===== src/hdl/gpgi_pkg.sv =====
// Purpose: constants for the ganged-output port and pin interrupt block
// Assumes: 32-bit AHB-Lite register access, one word per register
// Notes: offsets are byte addresses
package gpgi_pkg;
  localparam int unsigned NPINS = 8;
  localparam int unsigned NPORTS = 3;
  localparam logic [7:0] ADDR_W = 8'h40;
  // per port x at base x*0x10; drive, peripheral enable and analog enable at their own base + x*4
  localparam logic [7:0] PORT_STRIDE = 8'h10;
  localparam logic [7:0] OFF_DATA = 8'h00;
  localparam logic [7:0] OFF_DIR = 8'h04;
  localparam logic [7:0] OFF_PULL = 8'h08;
  localparam logic [7:0] OFF_SLEW = 8'h0C;
  localparam logic [7:0] OFF_DRIVE = 8'h10 - 8'h10 + 8'h30;
  localparam logic [7:0] ADDR_PERIPH_BASE = 8'h40;
  localparam logic [7:0] ADDR_GANG = 8'h80;
  localparam logic [7:0] ADDR_IRQ_SC_A = 8'h84;
  localparam logic [7:0] ADDR_IRQ_EN_A = 8'h88;
  localparam logic [7:0] ADDR_IRQ_POL_A = 8'h8C;
  localparam logic [7:0] ADDR_IRQ_SC_B = 8'h90;
  localparam logic [7:0] ADDR_IRQ_EN_B = 8'h94;
  localparam logic [7:0] ADDR_IRQ_POL_B = 8'h98;
  localparam logic [7:0] ADDR_ANALOG_BASE = 8'hA0;
  // status/control field positions
  localparam int unsigned SC_FLAG = 3;
  localparam int unsigned SC_ACK = 2;
  localparam int unsigned SC_IE = 1;
  localparam int unsigned SC_MODE = 0;
  // gang control field positions
  localparam int unsigned GANG_EN = 0;
  localparam logic [7:0] RST_BYTE = 8'h00;
  localparam logic [1:0] HTRANS_NONSEQ = 2'h2;
  localparam logic [2:0] HSIZE_WORD = 3'h2;
  localparam logic HRESP_OKAY = 1'b0;
  // port indices
  localparam int unsigned PORT_A = 0;
  localparam int unsigned PORT_B = 1;
  localparam int unsigned PORT_C = 2;
endpackage


===== src/hdl/gpgi_port.sv =====
// Purpose: three 8-bit parallel ports with pin control, ganged output and pin interrupts
// Assumes: pin inputs synchronous to clk_sys_i; registers over AHB-Lite, zero wait states
// Notes: peripheral and analog enables come from registers, peripheral signals from ports
// What this block does
// [RQ1] direction bit enables driver and selects data read source
// [RQ2] input buffer enabled unless pin is analog
// [RQ3] enabled peripheral drives pin; direction still selects read source
// [RQ4] analog disables both buffers, beats digital; input reads return zero
// [RQ5] per-pin pull enable, off when output, peripheral output or analog
// [RQ6] per-pin slew and drive bits, independent of data and direction
// [RQ7] write-once gang register: one enable, seven select bits
// [RQ8] selects 7..4 map to B5..B2, 3..1 to C3..C1, enable to C0
// [RQ9] selected gang pins output with C0 data, drive and slew
// [RQ10] gang enable forces C0 to output
// [RQ11] gang beats digital peripheral; analog beats gang
// [RQ12] interrupts and wake on A3..A0 and B3..B0
// [RQ13] each pin interrupt has its own enable bit
// [RQ14] one mode bit per port: edge only or edge and level
// [RQ15] polarity bit picks falling/low or rising/high
// [RQ16] edges found by comparing successive bus-clock samples
// [RQ17] outside keeps enabled inputs deasserted before an edge
// [RQ18] valid event sets port flag; request raised when enabled
// [RQ19] edge mode: writing one to acknowledge clears the flag
// [RQ20] edge mode: no new edge latched while another enabled pin asserted
// [RQ21] level mode: acknowledge clears only if all enabled inputs deasserted
// [RQ22] direction zero reads pin; one drives and reads latch
// [RQ23] reset: inputs, peripherals off, slew, drive, pull off
// [RQ24] interrupt pin pull is up for polarity zero, down for one
// [RQ25] request is a level while flag and request enable set
//
// Added by the designer: the AHB-Lite slave port and the register offsets.
`timescale 1ns/1ps
module gpgi_port
  import gpgi_pkg::*;
(
  // clock and reset
  input wire logic clk_sys_i,
  input wire logic srst_i,
  // ahb-lite slave
  input wire logic hsel_i,
  input wire logic [31:0] haddr_i,
  input wire logic [1:0] htrans_i,
  input wire logic hwrite_i,
  input wire logic [2:0] hsize_i,
  input wire logic [31:0] hwdata_i,
  input wire logic hready_i,
  output logic [31:0] hrdata_o,
  output logic hreadyout_o,
  output logic hresp_o,
  // pins, port-major: [8*p+n]
  input wire logic [23:0] pin_in_i,
  output logic [23:0] pin_out_o,
  output logic [23:0] pin_oe_o,
  output logic [23:0] pin_ie_o,
  output logic [23:0] pin_pullen_o,
  output logic [23:0] pin_pulldn_o,
  output logic [23:0] pin_slew_o,
  output logic [23:0] pin_hidrive_o,
  // shared digital peripherals
  input wire logic [23:0] periph_out_i,
  input wire logic [23:0] periph_oe_i,
  // interrupt requests and wake, port a and b
  output logic irq_a_o,
  output logic irq_b_o,
  output logic wake_o
);

  logic [7:0] data_r [NPORTS];
  logic [7:0] dir_r [NPORTS];
  logic [7:0] pull_r [NPORTS];
  logic [7:0] slew_r [NPORTS];
  logic [7:0] drive_r [NPORTS];
  logic [7:0] periph_en_r [NPORTS];
  logic [7:0] analog_en_r [NPORTS];
  logic [7:0] gang_r;
  logic gang_written_r;
  logic [3:0] irq_en_r [2];
  logic [3:0] irq_pol_r [2];
  logic [1:0] irq_mode_r;
  logic [1:0] irq_ie_r;
  logic [1:0] irq_flag_r;
  logic [3:0] samp_r [2];

  // ahb address phase capture
  logic wr_pend_r;
  logic [7:0] waddr_r;
  logic [7:0] rd_addr;
  logic [31:0] rdata_nxt;
  logic ap_valid;

  logic [23:0] gang_sel;
  logic [23:0] ana;
  logic [23:0] drv_oe;
  logic [23:0] drv_out;
  logic [23:0] in_buf;
  logic [3:0] asserted [2];
  logic [3:0] edge_hit [2];
  logic [1:0] ev;
  logic [1:0] ack_w;
  logic [1:0] ack_ok;

  function automatic logic [7:0] port_reg(input logic [7:0] a, input logic [7:0] off);
    port_reg = a - off;
  endfunction

  assign ap_valid = hsel_i && hready_i && (htrans_i == HTRANS_NONSEQ);
  assign hreadyout_o = 1'b1;
  assign hresp_o = HRESP_OKAY;

  // only word writes are taken; narrower writes are dropped rather than half applied
  always_ff @(posedge clk_sys_i) begin
    if (srst_i) begin
      wr_pend_r <= 1'b0;
      waddr_r <= RST_BYTE;
    end else begin
      wr_pend_r <= ap_valid && hwrite_i && (hsize_i == HSIZE_WORD);
      waddr_r <= haddr_i[7:0];
    end
  end

  // gang pin map: gang bit k selects pin index
  always_comb begin
    gang_sel = '0;
    if (gang_r[GANG_EN]) begin
      gang_sel[8*PORT_C + 0] = 1'b1; // [RQ8] [RQ10]
      gang_sel[8*PORT_C + 3 -: 3] = gang_r[3:1]; // [RQ8]
      gang_sel[8*PORT_B + 5 -: 4] = gang_r[7:4]; // [RQ8]
    end
  end

  // pin drive priority: analog, gang, peripheral, port
  always_comb begin
    for (int p = 0; p < NPORTS; p++) begin
      for (int n = 0; n < NPINS; n++) begin
        ana[8*p+n] = analog_en_r[p][n];
        if (analog_en_r[p][n]) begin
          drv_oe[8*p+n] = 1'b0; // [RQ4] [RQ11]
          drv_out[8*p+n] = 1'b0;
        end else if (gang_sel[8*p+n]) begin
          drv_oe[8*p+n] = 1'b1; // [RQ9] [RQ10] [RQ11]
          drv_out[8*p+n] = data_r[PORT_C][0];
        end else if (periph_en_r[p][n]) begin
          drv_oe[8*p+n] = periph_oe_i[8*p+n]; // [RQ3]
          drv_out[8*p+n] = periph_out_i[8*p+n];
        end else begin
          drv_oe[8*p+n] = dir_r[p][n]; // [RQ1] [RQ22]
          drv_out[8*p+n] = data_r[p][n];
        end
        pin_slew_o[8*p+n] = gang_sel[8*p+n] ? slew_r[PORT_C][0] : slew_r[p][n]; // [RQ6] [RQ9]
        pin_hidrive_o[8*p+n] = gang_sel[8*p+n] ? drive_r[PORT_C][0] : drive_r[p][n]; // [RQ6]
        pin_pullen_o[8*p+n] = pull_r[p][n] && !drv_oe[8*p+n] && !ana[8*p+n]; // [RQ5]
        // direction follows polarity even while the pull itself is off
        pin_pulldn_o[8*p+n] = (p < 2 && n < 4) ? irq_pol_r[p % 2][n % 4] : 1'b0; // [RQ24]
      end
    end
  end

  assign pin_out_o = drv_out;
  assign pin_oe_o = drv_oe;
  assign pin_ie_o = ~ana; // [RQ2]
  assign in_buf = pin_in_i & ~ana; // [RQ4]

  // interrupt detection on ports a and b, low four pins
  always_comb begin
    for (int p = 0; p < 2; p++) begin
      for (int n = 0; n < 4; n++) begin
        asserted[p][n] = irq_en_r[p][n] &&
          (in_buf[8*p+n] == irq_pol_r[p][n]); // [RQ13] [RQ15]
        edge_hit[p][n] = irq_en_r[p][n] && (samp_r[p][n] != irq_pol_r[p][n]) &&
          (in_buf[8*p+n] == irq_pol_r[p][n]); // [RQ16]
      end
      ack_w[p] = wr_pend_r && (waddr_r == (p == 0 ? ADDR_IRQ_SC_A : ADDR_IRQ_SC_B)) &&
        hwdata_i[SC_ACK];
      if (irq_mode_r[p]) begin
        ev[p] = (|edge_hit[p]) || (|asserted[p]); // [RQ21]
        ack_ok[p] = ack_w[p] && !(|asserted[p]); // [RQ21]
      end else begin
        // an edge is dropped while another enabled pin already sits asserted
        ev[p] = |(edge_hit[p] & ~{4{|(asserted[p] & ~edge_hit[p])}}); // [RQ20]
        ack_ok[p] = ack_w[p]; // [RQ19]
      end
    end
  end

  always_ff @(posedge clk_sys_i) begin
    if (srst_i) begin
      samp_r[0] <= 4'h0;
      samp_r[1] <= 4'h0;
      irq_flag_r <= 2'h0;
    end else begin
      samp_r[0] <= in_buf[3:0]; // [RQ16] [RQ12]
      samp_r[1] <= in_buf[11:8];
      for (int p = 0; p < 2; p++) begin
        // a new event wins over an acknowledge in the same cycle
        if (ev[p]) begin
          irq_flag_r[p] <= 1'b1; // [RQ18]
        end else if (ack_ok[p]) begin
          irq_flag_r[p] <= 1'b0; // [RQ19] [RQ21]
        end
      end
    end
  end

  assign irq_a_o = irq_flag_r[0] && irq_ie_r[0]; // [RQ18] [RQ25]
  assign irq_b_o = irq_flag_r[1] && irq_ie_r[1]; // [RQ25]
  assign wake_o = irq_a_o || irq_b_o; // [RQ12]

  // register writes, one process per group of registers
  // port data and direction
  always_ff @(posedge clk_sys_i) begin
    if (srst_i) begin
      for (int p = 0; p < NPORTS; p++) begin
        data_r[p] <= RST_BYTE;
        dir_r[p] <= RST_BYTE; // [RQ23]
      end
    end else if (wr_pend_r) begin
      for (int p = 0; p < NPORTS; p++) begin
        if (waddr_r == 8'(p) * PORT_STRIDE + OFF_DATA) begin
          data_r[p] <= hwdata_i[7:0];
        end
        if (waddr_r == 8'(p) * PORT_STRIDE + OFF_DIR) begin
          dir_r[p] <= hwdata_i[7:0]; // [RQ22]
        end
      end
    end
  end

  // pull, slew and drive stand apart from data and direction
  always_ff @(posedge clk_sys_i) begin
    if (srst_i) begin
      for (int p = 0; p < NPORTS; p++) begin
        pull_r[p] <= RST_BYTE; // [RQ23]
        slew_r[p] <= RST_BYTE;
        drive_r[p] <= RST_BYTE;
      end
    end else if (wr_pend_r) begin
      for (int p = 0; p < NPORTS; p++) begin
        if (waddr_r == 8'(p) * PORT_STRIDE + OFF_PULL) begin
          pull_r[p] <= hwdata_i[7:0]; // [RQ5]
        end
        if (waddr_r == 8'(p) * PORT_STRIDE + OFF_SLEW) begin
          slew_r[p] <= hwdata_i[7:0]; // [RQ6]
        end
        if (port_reg(waddr_r, 8'(p) * 8'h04) == OFF_DRIVE) begin
          drive_r[p] <= hwdata_i[7:0]; // [RQ6]
        end
      end
    end
  end

  // function enables; analog is kept apart so it can win over everything
  always_ff @(posedge clk_sys_i) begin
    if (srst_i) begin
      for (int p = 0; p < NPORTS; p++) begin
        periph_en_r[p] <= RST_BYTE; // [RQ23]
        analog_en_r[p] <= RST_BYTE;
      end
    end else if (wr_pend_r) begin
      for (int p = 0; p < NPORTS; p++) begin
        if (port_reg(waddr_r, 8'(p) * 8'h04) == ADDR_PERIPH_BASE) begin
          periph_en_r[p] <= hwdata_i[7:0]; // [RQ3]
        end
        if (port_reg(waddr_r, 8'(p) * 8'h04) == ADDR_ANALOG_BASE) begin
          analog_en_r[p] <= hwdata_i[7:0]; // [RQ4]
        end
      end
    end
  end

  // pin interrupt configuration, ports a and b
  always_ff @(posedge clk_sys_i) begin
    if (srst_i) begin
      for (int p = 0; p < 2; p++) begin
        irq_en_r[p] <= 4'h0;
        irq_pol_r[p] <= 4'h0;
      end
      irq_mode_r <= 2'h0;
      irq_ie_r <= 2'h0;
    end else if (wr_pend_r) begin
      if (waddr_r == ADDR_IRQ_SC_A) begin
        irq_mode_r[0] <= hwdata_i[SC_MODE]; // [RQ14]
        irq_ie_r[0] <= hwdata_i[SC_IE];
      end
      if (waddr_r == ADDR_IRQ_SC_B) begin
        irq_mode_r[1] <= hwdata_i[SC_MODE];
        irq_ie_r[1] <= hwdata_i[SC_IE];
      end
      if (waddr_r == ADDR_IRQ_EN_A) begin
        irq_en_r[0] <= hwdata_i[3:0]; // [RQ13]
      end
      if (waddr_r == ADDR_IRQ_EN_B) begin
        irq_en_r[1] <= hwdata_i[3:0];
      end
      if (waddr_r == ADDR_IRQ_POL_A) begin
        irq_pol_r[0] <= hwdata_i[3:0]; // [RQ15]
      end
      if (waddr_r == ADDR_IRQ_POL_B) begin
        irq_pol_r[1] <= hwdata_i[3:0];
      end
    end
  end

  // gang control takes only the first write after reset
  always_ff @(posedge clk_sys_i) begin
    if (srst_i) begin
      gang_r <= RST_BYTE;
      gang_written_r <= 1'b0;
    end else if (wr_pend_r && waddr_r == ADDR_GANG && !gang_written_r) begin
      gang_r <= hwdata_i[7:0]; // [RQ7]
      gang_written_r <= 1'b1;
    end
  end

  // read mux, registered from the address phase
  assign rd_addr = haddr_i[7:0];
  always_comb begin
    rdata_nxt = '0;
    for (int p = 0; p < NPORTS; p++) begin
      if (rd_addr == 8'(p) * PORT_STRIDE + OFF_DATA)
        rdata_nxt[7:0] = (dir_r[p] & data_r[p]) | (~dir_r[p] & in_buf[8*p +: 8]); // [RQ1] [RQ4] [RQ22]
      if (rd_addr == 8'(p) * PORT_STRIDE + OFF_DIR) rdata_nxt[7:0] = dir_r[p];
      if (rd_addr == 8'(p) * PORT_STRIDE + OFF_PULL) rdata_nxt[7:0] = pull_r[p];
      if (rd_addr == 8'(p) * PORT_STRIDE + OFF_SLEW) rdata_nxt[7:0] = slew_r[p];
      if (port_reg(rd_addr, 8'(p) * 8'h04) == OFF_DRIVE) rdata_nxt[7:0] = drive_r[p];
      if (port_reg(rd_addr, 8'(p) * 8'h04) == ADDR_PERIPH_BASE) rdata_nxt[7:0] = periph_en_r[p];
      if (port_reg(rd_addr, 8'(p) * 8'h04) == ADDR_ANALOG_BASE) rdata_nxt[7:0] = analog_en_r[p];
    end
    if (rd_addr == ADDR_GANG) rdata_nxt[7:0] = gang_r;
    if (rd_addr == ADDR_IRQ_SC_A) rdata_nxt[3:0] = {irq_flag_r[0], 1'b0, irq_ie_r[0], irq_mode_r[0]};
    if (rd_addr == ADDR_IRQ_SC_B) rdata_nxt[3:0] = {irq_flag_r[1], 1'b0, irq_ie_r[1], irq_mode_r[1]};
    if (rd_addr == ADDR_IRQ_EN_A) rdata_nxt[3:0] = irq_en_r[0];
    if (rd_addr == ADDR_IRQ_EN_B) rdata_nxt[3:0] = irq_en_r[1];
    if (rd_addr == ADDR_IRQ_POL_A) rdata_nxt[3:0] = irq_pol_r[0];
    if (rd_addr == ADDR_IRQ_POL_B) rdata_nxt[3:0] = irq_pol_r[1];
  end

  // read data is taken at the address phase and stands until the next read
  always_ff @(posedge clk_sys_i) begin
    if (srst_i) begin
      hrdata_o <= '0;
    end else if (ap_valid && !hwrite_i) begin
      hrdata_o <= rdata_nxt;
    end
  end

endmodule // gpgi_port


===== config.mk =====
export PLATFORM = sky130hd
export DESIGN_NAME = gpgi_port
export DESIGN_NICKNAME = d
export VERILOG_FILES = /design/src/hdl/gpgi_pkg.sv /design/src/hdl/gpgi_port.sv
export SDC_FILE = /design/constraint.sdc
export NUM_CORES = 1
export LEC_CHECK = 0
export BUFFER_PORTS_ARGS = -buffer_cell sky130_fd_sc_hd__buf_2
export CORE_MARGIN = 4
export CORE_UTILIZATION = 58
export DETAILED_ROUTE_END_ITERATION = 12
export GPL_TIMING_DRIVEN = 0
export PLACE_DENSITY = 0.91
export SETUP_SLACK_MARGIN = 0.3
export SYNTH_ARGS = -nofsm -noshare
export SYNTH_HDL_FRONTEND = slang
export SYNTH_SLANG_ARGS = --single-unit

===== constraint.sdc =====
create_clock -name clk_sys_i -period 7.2 [get_ports clk_sys_i]
set_input_delay 0 -clock clk_sys_i [delete_from_list [all_inputs] [get_ports clk_sys_i]]
set_output_delay 0 -clock clk_sys_i [all_outputs]
set_load 0.01 [all_outputs]

## Yosys cells after proc, flatten, opt, wreduce, memory -nomap -nowiden

Memory sizes are Yosys's and may differ from the RTL's.
Cells that the tools add are included.

- Logic and storage cells: 596
- Bits in writable memories: 192
- Memories: 10
- Bits of input ports: 146
- Output and inout port bits: 205
- Register bits: 32

- Eq/ne operators: 72
- Reductions and logical operators: 156
- Add/subtract/negate cells: 4
- Mux-type cells: 294
- Bitwise logic cells: 49

Memories:

| name | words | bits a word | rd ports | clocked after memory_dff | wr ports | RTL line | source |
|---|---|---|---|---|---|---|---|
| analog_en_r | 3 | 8 | 3 | 0 | 3 | gpgi_port.sv:74 | `logic [7:0] analog_en_r [NPORTS];` |
| data_r | 3 | 8 | 3 | 0 | 3 | gpgi_port.sv:68 | `logic [7:0] data_r [NPORTS];` |
| dir_r | 3 | 8 | 3 | 0 | 3 | gpgi_port.sv:69 | `logic [7:0] dir_r [NPORTS];` |
| drive_r | 3 | 8 | 3 | 0 | 3 | gpgi_port.sv:72 | `logic [7:0] drive_r [NPORTS];` |
| periph_en_r | 3 | 8 | 3 | 0 | 3 | gpgi_port.sv:73 | `logic [7:0] periph_en_r [NPORTS];` |
| pull_r | 3 | 8 | 3 | 0 | 3 | gpgi_port.sv:70 | `logic [7:0] pull_r [NPORTS];` |
| 4 more memories | -- | -- | -- | -- | -- | -- |  |

Operator list:

| cell | number |
|---|---|
| two-way mux 8 bit | 43 |
| two-way mux 1 bit | 237 |
| == test 8 bit, second input constant | 20 |
| == test 8 x 6 -> 1 bit, second input constant | 14 |
| logical AND 1 bit | 87 |
| == test 8 x 5 -> 1 bit, second input constant | 8 |
| two-way mux 4 bit | 14 |
| zero test 1 bit | 52 |
| AND 8 bit | 6 |
| == test 8 x 7 -> 1 bit, second input constant | 6 |
| == test 8 x 4 -> 1 bit, second input constant | 4 |
| OR reduction 4 bit | 8 |
| OR 1 bit | 27 |
| AND 24 bit | 1 |
| NOT 24 bit | 1 |
| NOT 8 bit | 3 |
| OR 8 bit | 3 |
| AND 4 bit | 4 |
| == test 8 x 3 -> 1 bit, second input constant | 2 |
| zero test 8 bit | 2 |
| NOT 4 bit | 4 |
| subtractor 8 x 3 -> 8 bit, second input constant | 2 |
| subtractor 8 x 4 -> 8 bit, second input constant | 2 |
| == test 1 bit | 8 |
| other kinds (6) | 17 |

## Logic depth before layout (Yosys ltp)

Gate-level depths: netlist (run 1).
An unclocked memory read counts as a cell.

- Word-level depth: 33
- Depth in mapped cells: 15
- Depth with buffers taken out: 9

## Worst setup path after synthesis (run 1)

No wires, ideal clock.

- Path type: input to register
- From: input port haddr_i[3]
- To: register hrdata_o[2]
- Data required time: 7.085 ns
- Slack: 4.289 ns
- Stages: 14
- Setup time: 0.115 ns
- Path buffers: 5
- Arrival: 2.796 ns
- Path through: buf_2 -> buf_2 -> buf_2 -> clkinv_1 -> clkbuf_1 -> ha_1 -> buf_2 -> a21boi_0 -> xor2_1 -> o211ai_1 -> o221a_2 -> o31ai_1 -> a2111oi_2 -> o21a_1

- Cells in the longest elaborated chain, start to end: 29
- Elaborated cells on any way between the ends: 58
- Those cells by class: add/sub (2); eq/ne (27); mux (28); reduce/logical (1)

RTL lines:

| item | RTL line | source |
|---|---|---|
| start, declared | gpgi_port.sv:41 | `input wire logic [31:0] haddr_i,` |
| zero test 8 bit | gpgi_port.sv:319 | `if (rd_addr == 8'(p) * PORT_STRIDE + OFF_DATA)` |
| two-way mux 8 bit | gpgi_port.sv:319 |  |
| two-way mux 8 bit | gpgi_port.sv:321 | `if (rd_addr == 8'(p) * PORT_STRIDE + OFF_DIR) rdata_nxt[7:0] = dir_r[p];` |
| two-way mux 8 bit | gpgi_port.sv:322 | `if (rd_addr == 8'(p) * PORT_STRIDE + OFF_PULL) rdata_nxt[7:0] = pull_r[p];` |
| two-way mux 8 bit | gpgi_port.sv:323 | `if (rd_addr == 8'(p) * PORT_STRIDE + OFF_SLEW) rdata_nxt[7:0] = slew_r[p];` |
| two-way mux 8 bit | gpgi_port.sv:324 | `if (port_reg(rd_addr, 8'(p) * 8'h04) == OFF_DRIVE) rdata_nxt[7:0] = drive_r[p];` |
| two-way mux 8 bit | gpgi_port.sv:325 | `if (port_reg(rd_addr, 8'(p) * 8'h04) == ADDR_PERIPH_BASE) rdata_nxt[7:0] = periph_en_r[p];` |
| two-way mux 8 bit | gpgi_port.sv:326 | `if (port_reg(rd_addr, 8'(p) * 8'h04) == ADDR_ANALOG_BASE) rdata_nxt[7:0] = analog_en_r[p];` |
| [13 not listed] | -- |  |
| two-way mux 8 bit | gpgi_port.sv:326 |  |
| two-way mux 8 bit | gpgi_port.sv:328 | `if (rd_addr == ADDR_GANG) rdata_nxt[7:0] = gang_r;` |
| two-way mux 4 bit | gpgi_port.sv:329 | `if (rd_addr == ADDR_IRQ_SC_A) rdata_nxt[3:0] = {irq_flag_r[0], 1'b0, irq_ie_r[0], irq_mode_r[0]};` |
| two-way mux 4 bit | gpgi_port.sv:330 | `if (rd_addr == ADDR_IRQ_SC_B) rdata_nxt[3:0] = {irq_flag_r[1], 1'b0, irq_ie_r[1], irq_mode_r[1]};` |
| two-way mux 4 bit | gpgi_port.sv:331 | `if (rd_addr == ADDR_IRQ_EN_A) rdata_nxt[3:0] = irq_en_r[0];` |
| two-way mux 4 bit | gpgi_port.sv:332 | `if (rd_addr == ADDR_IRQ_EN_B) rdata_nxt[3:0] = irq_en_r[1];` |
| two-way mux 4 bit | gpgi_port.sv:333 | `if (rd_addr == ADDR_IRQ_POL_A) rdata_nxt[3:0] = irq_pol_r[0];` |
| two-way mux 4 bit (*) | gpgi_port.sv:334 | `if (rd_addr == ADDR_IRQ_POL_B) rdata_nxt[3:0] = irq_pol_r[1];` |
| end signal, assigned | gpgi_port.sv:342 | `hrdata_o <= rdata_nxt;` |
| end, declared | gpgi_port.sv:47 | `output logic [31:0] hrdata_o,` |

Every way passes the cells marked *; elsewhere a longest branch is shown, timed or not.
A chain may end at the register's enable or synchronous reset.

## Worst setup path after layout (run 1)

- From: input port haddr_i[3]
- To: register hrdata_o[5]

- Cells in the longest elaborated chain, start to end: 23
- Elaborated cells on any way between the ends: 46
- Those cells by class: add/sub (2); eq/ne (21); mux (22); reduce/logical (1)

RTL lines:

| item | RTL line |
|---|---|
| zero test 8 bit | gpgi_port.sv:319 |
| two-way mux 8 bit | gpgi_port.sv:319 |
| two-way mux 8 bit | gpgi_port.sv:321 |
| two-way mux 8 bit | gpgi_port.sv:322 |
| two-way mux 8 bit | gpgi_port.sv:323 |
| two-way mux 8 bit | gpgi_port.sv:324 |
| two-way mux 8 bit | gpgi_port.sv:325 |
| two-way mux 8 bit | gpgi_port.sv:326 |
| [7 not listed] | -- |
| two-way mux 8 bit | gpgi_port.sv:319 |
| two-way mux 8 bit | gpgi_port.sv:321 |
| two-way mux 8 bit | gpgi_port.sv:322 |
| two-way mux 8 bit | gpgi_port.sv:323 |
| two-way mux 8 bit | gpgi_port.sv:324 |
| two-way mux 8 bit | gpgi_port.sv:325 |
| two-way mux 8 bit | gpgi_port.sv:326 |
| two-way mux 8 bit (*) | gpgi_port.sv:328 |

Marked as above.

==> results of run 1 <==
## flip-flops by register name, summed over array words and instances (netlist names), 8 cells and up
name and flops:
hrdata_o 8, data_r 24, slew_r 24, gang_r 8, periph_en_r 24, dir_r 24
samp_r 8, irq_en_r 8, drive_r 24, pull_r 24, analog_en_r 24, irq_pol_r 8
waddr_r 8
## cell families (layout without fill, tap and decap cells)
family,after synthesis,count (layout),share of synthesized area
buf+inv,179,504,0.0757
fa+ha+maj,4,4,0.00387
mux,80,80,0.0636
simple gates,480,480,0.206
compound gates,278,278,0.151
other cells,2,45,0.000581
flops,224,224,0.489
xor+xnor,15,15,0.0102
## report_power, final
group | switching (W) | internal, W
combinational | 0.000248 | 0.000136
clock | 0.000567 | 0.000719
sequential | 0.0000532 | 0.00143
## layout by cell type (no fill, tap or decap), types with 10 or more instances in the layout
| cell | n |
|---|---|
| sky130_fd_sc_hd__buf_2 | 277 |
| sky130_fd_sc_hd__edfxtp_1 | 184 |
| sky130_fd_sc_hd__nor2_1 | 117 |
| sky130_fd_sc_hd__buf_4 | 78 |
| sky130_fd_sc_hd__mux2i_1 | 63 |
| sky130_fd_sc_hd__nand2_1 | 61 |
| sky130_fd_sc_hd__a21oi_1 | 53 |
| sky130_fd_sc_hd__nor2b_1 | 48 |
| sky130_fd_sc_hd__and2_1 | 45 |
| sky130_fd_sc_hd__o21ai_0 | 45 |
| sky130_fd_sc_hd__inv_1 | 44 |
| sky130_fd_sc_hd__nor3_1 | 44 |
| sky130_fd_sc_hd__conb_1 | 42 |
| sky130_fd_sc_hd__dfxtp_1 | 40 |
| sky130_fd_sc_hd__clkbuf_1 | 35 |
| sky130_fd_sc_hd__and3_1 | 35 |
| sky130_fd_sc_hd__nand3_1 | 25 |
| sky130_fd_sc_hd__clkbuf_16 | 25 |
| sky130_fd_sc_hd__a211oi_1 | 19 |
| sky130_fd_sc_hd__mux2_2 | 17 |
| sky130_fd_sc_hd__a22oi_1 | 16 |
| sky130_fd_sc_hd__dlygate4sd3_1 | 16 |
| sky130_fd_sc_hd__nor3b_1 | 15 |
| sky130_fd_sc_hd__nand2b_1 | 14 |
| sky130_fd_sc_hd__a21o_1 | 14 |
| sky130_fd_sc_hd__xnor2_1 | 12 |
| sky130_fd_sc_hd__a31oi_1 | 10 |
## through the flow
stage	total power [W]	hold WS, ns	setup WS, ns	cell area, um^2	util
4_1_cts	0.00311	0.00997	3.07	15800	0.720
5_1_grt	0.00320	0.0453	2.73	15800	0.720
6_report	0.00316	0.0244	2.65	15800	0.720
3_3_place_gp	0.00186	0.269	2.47	14700	0.673
3_5_place_dp	0.00186	0.258	2.53	14800	0.675
2_1_floorplan	0.00169	0.137	4.29	13100	-
## cells in the mapped netlist (all sizes together), types with 11 or more instances
cell      n  area share
edfxtp  184        0.43
nor2    118       0.035
buf     101       0.053
mux2i    63       0.049
nand2    61       0.018
a21oi    53       0.021
o21ai    49       0.019
nor2b    48       0.023
and2     45       0.022
inv      44       0.013
nor3     44       0.017
dfxtp    40       0.062
and3     35       0.017
clkbuf   33      0.0096
nand3    25      0.0097
a211oi   19       0.011
mux2     17       0.015
a22oi    16      0.0093
nor3b    15      0.0087
a21o     14      0.0081
nand2b   14      0.0068
nor4     13      0.0082
xnor2    12      0.0081
a31oi    11      0.0053
## layer usage
metal / vias to the layer above / share of wire / global-route usage
li1: 5337 / - / -
met1: 6177 / 0.33 / 0.599
met2: 1494 / 0.43 / 0.711
met3: 358 / 0.17 / 0.169
met4: 4 / 0.074 / 0.256
met5: - / 0.00068 / 0
## worst register-to-register path, delay by kind of cell, from the launching register on
family / cells / cell delay (ns)
simple gates: 4 / 2.78
flops: 1 / 0.31
## how the worst min path moves through the flow
stage	start	endpoint	slack, ns	cells after the start
final	pin_in_i[9]	samp_r[0][5]	0.02	3
after CTS	pin_in_i[9]	samp_r[0][5]	0.01	3
after global routing	pin_in_i[1]	samp_r[0][1]	0.05	3
after detailed placement	hsize_i[0]	wr_pend_r	0.26	3
after global placement	hsize_i[0]	wr_pend_r	0.27	3
after floorplan	pin_in_i[11]	samp_r[0][7]	0.14	2
## layout make-up
class | instances | area, um^2 | area share
Sequential cell | 224 | 6330 | 0.401
Multi-Input combinational cell | 899 | 5810 | 0.368
Buffer | 134 | 810 | 0.0513
Clock buffer | 27 | 633 | 0.0401
Antenna cell | 3 | 7.51 | 0.000476
Timing Repair Buffer | 279 | 1490 | 0.0943
Inverter | 45 | 169 | 0.0107
Clock inverter | 19 | 178 | 0.0113
Tap cell | 280 | 350 | 0.0222
==> impl_metrics.json, run 1 <==
{
  "run_status": "completed",
  "route.vias.total": 13370,
  "areaGrowthSynthToFinish_pct": 22.0,
  "synth_area_per_cell_um2": 10.2,
  "htree_num_levels": 1,
  "setup.worst_path.class": "input pin to register",
  "synth_async_sr_flop_share": 0,
  "place.port_buffers": 260,
  "worst_pin_slew_ns": 1.26,
  "layout_worst_path_cycle_share": 0.633,
  "hold_viol_final": 0,
  "cts-hold-fix-buffers": 16,
  "antenna_violating_nets_post_route": 0,
  "path_cells": "buf_2 -> buf_2 -> buf_2 -> buf_2 -> clkinv_1 -> clkbuf_1 -> ha_1 -> clkbuf_1 -> o22a_1 -> nand3_1 -> nor3_1 -> o221ai_1 -> a311oi_1",
  "yosys_register_bits": 224,
  "timing.slew.headroom": 0.151,
  "first_global_vias": 12522,
  "finish.net_count": 1758,
  "ir_worst_vdd_v": 0.000217,
  "cts.path.max_buffers": 3,
  "globalplace.congestion": 1.07,
  "post-dp-hpwl_um": 45300,
  "synth-seq-area-share": 0.489,
  "placed_cells": 1845,
  "powerDensity_nw_per_um2": 200,
  "layout_min_cycle_time_ns": 4.55,
  "setup-violations-final": 0,
  "grt_overflow_total": 0,
  "critical_path.startpoint": "haddr_i[3]",
  "synth-main-ff-cell": "sky130_fd_sc_hd__edfxtp_1",
  "worstPathMaxFanout": 11,
  "setup.worst_path.end_class": "register",
  "dieHeight_um": 157,
  "detail_route.wl_per_cell_um": 31.7,
  "share_of_layout_cells_above_drive_strength_1": 0.272,
  "cts_sinks": 224,
  "number_of_rows_created_at_floorplan": 54,
  "layout_fillers": 1562,
  "cp_data_arrival_time_ns": 5.01,
  "crit_path_max_incr_delay_ns": 0.55,
  "dr.pass1.iters": 7,
  "maxCapViolations": 0,
  "detail_route.drc_violations": 0,
  "cts_tree": "yes",
  "total_die_area_um2": 24700,
  "tritoncts.num_buffers": 25,
  "detail_route.iter0.violations": 2546,
  "max_clock_freq_ghz": 0.220,
  "final_cells": 1910,
  "levels_on_crit_path": 13,
  "tns_ns": 0,
  "top_level_ports": 351,
  "r2r_slack_ns": 3.73,
  "crit_path_start_kind": "input pin",
  "grt_antenna_before_repair": 4,
  "power.leakage_nw": 6.62,
  "cts.repair.resized": 0,
  "syn_inst": 1262,
  "clock_insertion_delay_worst_skew_ns": 0.55,
  "wire_length_of_the_first_global_routing_pass_um": 83900,
  "die_w_um": 157,
  "finalWirelength_um": 60600,
  "clock_tree.root_cell": "sky130_fd_sc_hd__clkbuf_16",
  "grt_overall_usage": 0.473,
  "floorplan.initialDensity": 0.590,
  "timing.critical_path.to": "hrdata_o[5]",
  "rsz0062_at_grt": "no",
  "reg2reg_to": "periph_en_r[0][17]",
  "post_synth_num_cell_types": 87,
  "critPathTopFamily": "buffers and inverters",
  "synth_area_um2": 12900,
  "reg2reg_depth": 4,
  "fin_worst_skew_ns": 0.0137,
  "min-delay-path-class": "input pin to register",
  "yosys_warnings": 0,
  "clk_pin_slew_ns": 0.07,
  "routed_via_density": 7.00,
  "synth_enable_flop_cells": 184,
  "pin_count_of_the_biggest_net_entering_global_routing": 15,
  "timing_max_transition_violations_final": 0,
  "core_area_um2": 21900,
  "critical_path.n_buffers_inverters": 7,
  "cts.repair_timing.setup_buffer_count": 0,
  "worst_ep_required_time_ns": 7.66,
  "critical-path-top-cell-by-count": "sky130_fd_sc_hd__buf_2",
  "slowest_stage": "sky130_fd_sc_hd__ha_1",
  "r2r-start": "wr_pend_r"
}
(Power assumes the default switching activity.)
==> inputs of run 2 (changes only) <==
ABC_AREA = 1   (was default)
CORE_UTILIZATION = 53   (was 58)
PLACE_DENSITY = 0.85   (was 0.91)
clock period = 4.72 ns   (was 7.2 ns; I/O delays follow)
==> run 2 against run 1 <==
Net effect:
- the flow now finishes with violations (max-capacitance violations, max-slew violations)
- critical path depth grew 9
- clock power rose by 58%
- core utilization down 4.9 points
- clock skew is 0.0028 ns higher
- flip-flop and latch count unchanged
- total power increased by 55%
- worst setup slack got worse by 1.3 ns
- clock-buffer cell count rose by 5
- die area is 3.7% higher
- largest cell class unchanged
- largest power group unchanged
==> impl_metrics.json, run 2 <==
{
  "most_frequent_cells_after_synthesis": "sky130_fd_sc_hd__nand2_1 (333), sky130_fd_sc_hd__inv_1 (216), sky130_fd_sc_hd__edfxtp_1 (184), sky130_fd_sc_hd__nor2_1 (178), sky130_fd_sc_hd__o21ai_0 (123)",
  "synth_async_sr_flop_share": 0,
  "cts.path.max_buffers": 3,
  "grt_overflow_total": 0,
  "grt_antenna_before_repair": 1,
  "die_w_um": 160,
  "clk_pin_slew_ns": 0.06,
  "cts_tree": "yes",
  "route.vias.total": 12283,
  "cp_data_arrival_time_ns": 3.78,
  "layout_fillers": 1925,
  "placed_cells": 2071,
  "setup.worst_path.class": "input pin to register",
  "critPathTopFamily": "simple AND/OR/NAND/NOR gates",
  "layout_worst_path_cycle_share": 0.716,
  "share_of_layout_cells_above_drive_strength_1": 0.234,
  "setup.worst_path.end_class": "register",
  "layout_min_cycle_time_ns": 3.38,
  "run_status": "complete, but fails checks",
  "floorplan.initialDensity": 0.540,
  "synth_area_um2": 12300,
  "worst_pin_slew_ns": 1.51,
  "critical_path.n_buffers_inverters": 2,
  "synth-main-ff-cell": "sky130_fd_sc_hd__edfxtp_1",
  "post_dp_cell_area_um2": 14100,
  "clock_power_share": 0.419,
  "tns_ns": 0,
  "hold_viol_final": 0,
  "synth_area_per_cell_um2": 8.28,
  "crit_path_max_incr_delay_ns": 0.79,
  "detail_route.wl_per_cell_um": 23.2,
  "synth-seq-area-share": 0.516,
  "htree_num_levels": 1,
  "pin_count_of_the_biggest_net_entering_global_routing": 16,
  "mostFrequentLayoutCell": "sky130_fd_sc_hd__nand2_1",
  "rsz0062_at_grt": "no",
  "maxCapViolations": 2,
  "violated_checks": "max-capacitance violations, max-slew violations",
  "power.leakage_nw": 7.19,
  "worstPathMaxFanout": 9,
  "synth_enable_flop_cells": 184,
  "post_synth_num_cell_types": 52,
  "final_cells": 2145,
  "crit_path_start_kind": "input pin",
  "detail_route.drc_violations": 0,
  "first_global_vias": 11343,
  "switching_share_of_power": 0.256,
  "finish.net_count": 1991,
  "yosys_register_bits": 224,
  "clock_tree.root_cell": "sky130_fd_sc_hd__clkbuf_16",
  "syn_inst": 1482,
  "ir_worst_vdd_v": 0.000316,
  "pwr-share-seq": 0.469,
  "max_clock_freq_ghz": 0.296,
  "globalplace.congestion": 1.06,
  "synth_top_cell_by_area": "sky130_fd_sc_hd__edfxtp_1",
  "cts.repair_timing.setup_buffer_count": 0,
  "setup-violations-final": 0,
  "post-dp-hpwl_um": 39600,
  "tritoncts.num_buffers": 24,
  "clock_insertion_delay_worst_skew_ns": 0.53,
  "number_of_rows_created_at_floorplan": 55,
  "fin_worst_skew_ns": 0.0165,
  "detail_route.iter0.violations": 1637,
  "dr.pass1.iters": 6,
  "slowest_stage": "sky130_fd_sc_hd__nor2_1",
  "stdcell_area_um2": 15300,
  "critical-path-top-cell-by-count": "sky130_fd_sc_hd__nand2_1",
  "min-delay-path-class": "input pin to register",
  "grt_overall_usage": 0.369,
  "synth.area.top_cells": "sky130_fd_sc_hd__edfxtp_1 (45%), sky130_fd_sc_hd__nand2_1 (10%), sky130_fd_sc_hd__inv_1 (6.6%), sky130_fd_sc_hd__dfxtp_1 (6.5%), sky130_fd_sc_hd__nor2_1 (5.4%)",
  "routed_via_density": 5.73,
  "worst_ep_required_time_ns": 5.12,
  "antenna_violating_nets_post_route": 0,
  "dieHeight_um": 160,
  "yosys_warnings": 0,
  "total_die_area_um2": 25600,
  "mostFrequentLayoutCells": "sky130_fd_sc_hd__nand2_1 (333), sky130_fd_sc_hd__buf_2 (262), sky130_fd_sc_hd__inv_1 (216)",
  "wire_length_of_the_first_global_routing_pass_um": 71200,
  "combinationalPowerShare": 0.112,
  "synth.top_cell.area_share": 0.450,
  "core_area_um2": 22700,
  "areaGrowthSynthToFinish_pct": 24.3,
  "powerDensity_nw_per_um2": 320,
  "timing_max_transition_violations_final": 9,
  "p_switching_w": 0.00125,
  "timing.slew.headroom": -0.0241,
  "top_level_ports": 351,
  "finalWirelength_um": 49700,
  "cts_sinks": 224,
  "path_cells": "dlygate4sd3_1 -> buf_2 -> nor2_1 -> nand2_1 -> nor2_1 -> nand2_1 -> nand2_1 -> nand4_1 -> nand2_1 -> nand4_1 -> nand2_1 -> nand2_1 -> nand2_1 -> nand3_1 -> nand2_1 -> nand4_1 -> nand2_1 -> nand4_1 -> nand2_1 -> nand3_1 -> nand2_1 -> a21oi_2",
  "place.port_buffers": 260,
  "cell_internal_pwr_w": 0.00363,
  "yosys.cell_count.top_type": "sky130_fd_sc_hd__nand2_1"
}
[run 2: layout make-up]
type / count / area (um^2) / area share
buffer: 89 / 629 / 0.0413
antenna: 1 / 2.50 / 0.000164
sequential: 224 / 6330 / 0.415
tap: 285 / 357 / 0.0234
clock buffer: 32 / 707 / 0.0463
inverter: 237 / 890 / 0.0583
clock inverter: 12 / 146 / 0.00960
multi-input combinational: 972 / 4570 / 0.300
timing repair buffer: 293 / 1620 / 0.106
[run 2: worst paths after layout]
kind	startpoint	to	slack, ns	cells past startpoint
worst min register to register	hrdata_o[5]	hrdata_o[5]	0.47	2
worst max-delay path	haddr_i[1]	hrdata_o[3]	1.34	22
worst min-delay path	htrans_i[0]	hrdata_o[7]	0.09	8
worst max register to register	wr_pend_r	periph_en_r[0][10]	1.44	6
[run 2: stage by stage]
step	util	setup slack, ns	total power, W	hold WS [ns]
floorplan	-	2.53	0.00258	0.107
global placement	0.620	1.52	0.00283	0.231
detailed placement	0.621	1.56	0.00284	0.234
CTS	0.672	1.53	0.00484	0.0524
global route	0.672	1.15	0.00499	0.119
finish	0.672	1.34	0.00488	0.0922
[run 2: logic make-up after synthesis]
| group | share of synthesized area |
|---|---|
| simple gates | 0.219 |
| buf+inv | 0.124 |
| compound gates | 0.116 |
| flops | 0.516 |
| xor+xnor | 0.0193 |
| fa+ha+maj | 0.00408 |
| other cells | 0.000612 |
| mux | 0.00163 |
[run 2: metal layers]
layer / global-route usage / routed length [um] / up-vias
li1: - / - / 5482
met1: 0.524 / 19300 / 5699
met2: 0.548 / 21100 / 970
met3: 0.103 / 7300 / 130
met4: 0.129 / 1970 / 2
met5: 0 / 13 / -
[run 2: tightest hold or removal path, delay by kind of cell]
family	cells	cell delay, ns
AO/OA/AOI/OAI	1	0.06
AND/OR/NAND/NOR	4	0.29
buffers and inverters	3	0.23
[run 2: timing repair]
| action | CTS | global route |
|---|---|---|
| hold endpoints to repair | 94 | 0 |
| hold buffers | 29 | 0 |
| resized for setup | 0 | 0 |
[run 2: power by group through the flow]
stage,Clock (W),Sequential [W],Combinational [W]
after global placement,0,0.00232,0.000506
after global routing,0.00212,0.00229,0.000587
after floorplan,0,0.00229,0.000296
after detailed placement,0,0.00232,0.000514
final,0.00204,0.00229,0.000548
after CTS,0.00202,0.00228,0.000534
==> inputs of run 3 (changes only) <==
CORE_UTILIZATION = 48   (was 53)
PLACE_DENSITY = 0.82   (was 0.85)
clock period = 2.9 ns   (was 4.72 ns; I/O delays follow)
==> run 3 against run 2 <==
Net effect:
- the flow now finishes without violations
- sequential share of layout area fell by 1.0 points
- total power rose by 63%
- global-route usage fell by 2.5 points
- clock-buffer cell count rose by 4
- final area rose by 2.5%
- cell count rose by 2.6%
- core utilization fell by 5.1 points
- critical endpoint is now periph_en_r[0][19]
==> impl_metrics.json, run 3 (synthesis results as in run 2) <==
{
  "run_status": "completed",
  "dr.pass1.iters": 6,
  "route.vias.total": 12316,
  "detail_route.drc_violations": 0,
  "routed_via_density": 5.60,
  "dieHeight_um": 168,
  "cts_sinks": 224,
  "pin_count_of_the_biggest_net_entering_global_routing": 15,
  "insertedDiodeCount": 0,
  "post-dp-hpwl_um": 40300,
  "layout_min_cycle_time_ns": 2.65,
  "max_clock_freq_ghz": 0.378,
  "timing.hold.ws_ns": 0.0477,
  "rsz0062_at_grt": "yes",
  "post_dp_cell_area_um2": 14200,
  "tritoncts.num_buffers": 24,
  "finish.net_count": 2002,
  "setup.worst_path.end_class": "register",
  "crit_path_start_kind": "register",
  "cp_data_arrival_time_ns": 2.99,
  "powerDensity_nw_per_um2": 509,
  "total_die_area_um2": 28200,
  "share_of_layout_cells_above_drive_strength_1": 0.260,
  "detail_route.iter0.violations": 1748,
  "worst_pin_slew_ns": 1.10,
  "mostFrequentLayoutCell": "sky130_fd_sc_hd__nand2_1",
  "top_level_ports": 351,
  "place.port_buffers": 260,
  "worst_slack_ns": 0.251,
  "core_area_um2": 25200,
  "first_global_vias": 11205,
  "layout_worst_path_cycle_share": 0.913,
  "ir_worst_vdd_v": 0.000510,
  "number_of_rows_created_at_floorplan": 58,
  "power.leakage_nw": 7.34,
  "worstPathMaxFanout": 8,
  "finalWirelength_um": 50700,
  "cts.path.max_buffers": 3,
  "clock_tree.root_cell": "sky130_fd_sc_hd__clkbuf_16",
  "tns_ns": 0,
  "grt_antenna_before_repair": 0,
  "detail_route.wl_per_cell_um": 23.0,
  "timing.slew.headroom": 0.259,
  "stdcell_area_um2": 15600,
  "grt_overall_usage": 0.344,
  "setup.worst_path.class": "register to register",
  "die_w_um": 168,
  "antenna_violating_nets_post_route": 0,
  "clk_pin_slew_ns": 0.06,
  "maxCapViolations": 0,
  "worst_ep_required_time_ns": 3.24,
  "cts_tree": "yes",
  "floorplan.initialDensity": 0.487,
  "fin_worst_skew_ns": 0.0129,
  "htree_num_levels": 1,
  "min-delay-path-class": "input pin to register",
  "r2r_slack_ns": 0.25,
  "globalplace.congestion": 1.03,
  "hold_viol_final": 0,
  "timing_max_transition_violations_final": 0,
  "pre_cts_slack_ns": -0.264,
  "clock_insertion_delay_worst_skew_ns": 0.52,
  "mostFrequentLayoutCells": "sky130_fd_sc_hd__nand2_1 (313), sky130_fd_sc_hd__buf_2 (263), sky130_fd_sc_hd__inv_1 (210)",
  "setup-violations-final": 0,
  "grt_overflow_total": 0,
  "wire_length_of_the_first_global_routing_pass_um": 72600,
  "areaGrowthSynthToFinish_pct": 27.4
}
==> run 3: cell types whose count changed in the layout (fill, tap and decap cells not counted), sizes merged <==
cell      previous run  this run
buf                344       355
bufinv               3         2
clkbuf              41        45
clkinvlp             2         0
diode                1         0
inv                235       234
==> run 3: path summary, 6_finish.rpt <==
check / startpoint / end / cells past startpoint
setup / recovery: waddr_r[1] / periph_en_r[0][19] / 10
hold / removal: htrans_i[0] / hrdata_o[3] / 8
setup reg to reg: waddr_r[1] / periph_en_r[0][19] / 10
hold reg to reg: hrdata_o[7] / hrdata_o[7] / 2
==> run 3: worst max-delay path, cell delays in order, from the launching register on <==
cell                       delay (ns)
sky130_fd_sc_hd__dfxtp_1         0.29
sky130_fd_sc_hd__or3b_2          0.57
sky130_fd_sc_hd__nor3_1          0.21
sky130_fd_sc_hd__inv_2           0.13
sky130_fd_sc_hd__nor2_4          0.17
sky130_fd_sc_hd__inv_1           0.08
sky130_fd_sc_hd__nor3_1          0.17
sky130_fd_sc_hd__nand3_1         0.30
sky130_fd_sc_hd__o311ai_4        0.24
sky130_fd_sc_hd__nand2_1         0.10
sky130_fd_sc_hd__inv_1           0.19
==> run 3: final cells by class <==
type | count | area, um^2
flip-flops and latches | 224 | 6330
clock buffers | 36 | 762
clock inverters | 8 | 92.6
inverters | 237 | 890
well taps | 330 | 413
plain buffers | 89 | 629
multi-input cells | 972 | 4800
repair buffers | 304 | 1710
fillers | 2266 | 9550
==> run 3: where the power goes <==
group | internal [W] | total (W) | switching [W] | leakage (nW)
combinational | 0.000336 | 0.000915 | 0.000579 | 4.77
clock | 0.00200 | 0.00331 | 0.00131 | 0.421
sequential | 0.00360 | 0.00373 | 0.000129 | 2.15
==> run 3: repair_timing <==
item,in CTS,in global routing
buffers inserted,1,7
hold buffers,29,0
endpoints found under the hold margin,97,0
endpoints found under the setup margin,143,145
pin swaps,1,21
resized for setup,15,57
==> run 3: metrics by stage <==
stage,utilization,power (W),instances
after floorplan,-,0.00421,1522
after CTS,0.610,0.00788,2193
after global routing,0.621,0.00814,2200
after global placement,0.561,0.00461,2112
after detailed placement,0.563,0.00462,2119
final,0.621,0.00795,2200
==> run 3: layer usage <==
metal,wire (um),GRT usage,vias to the layer above
met5,0,0,-
met4,1830,0.0967,0
met3,7450,0.0805,115
met2,21800,0.520,969
met1,19600,0.499,5719
li1,-,-,5513
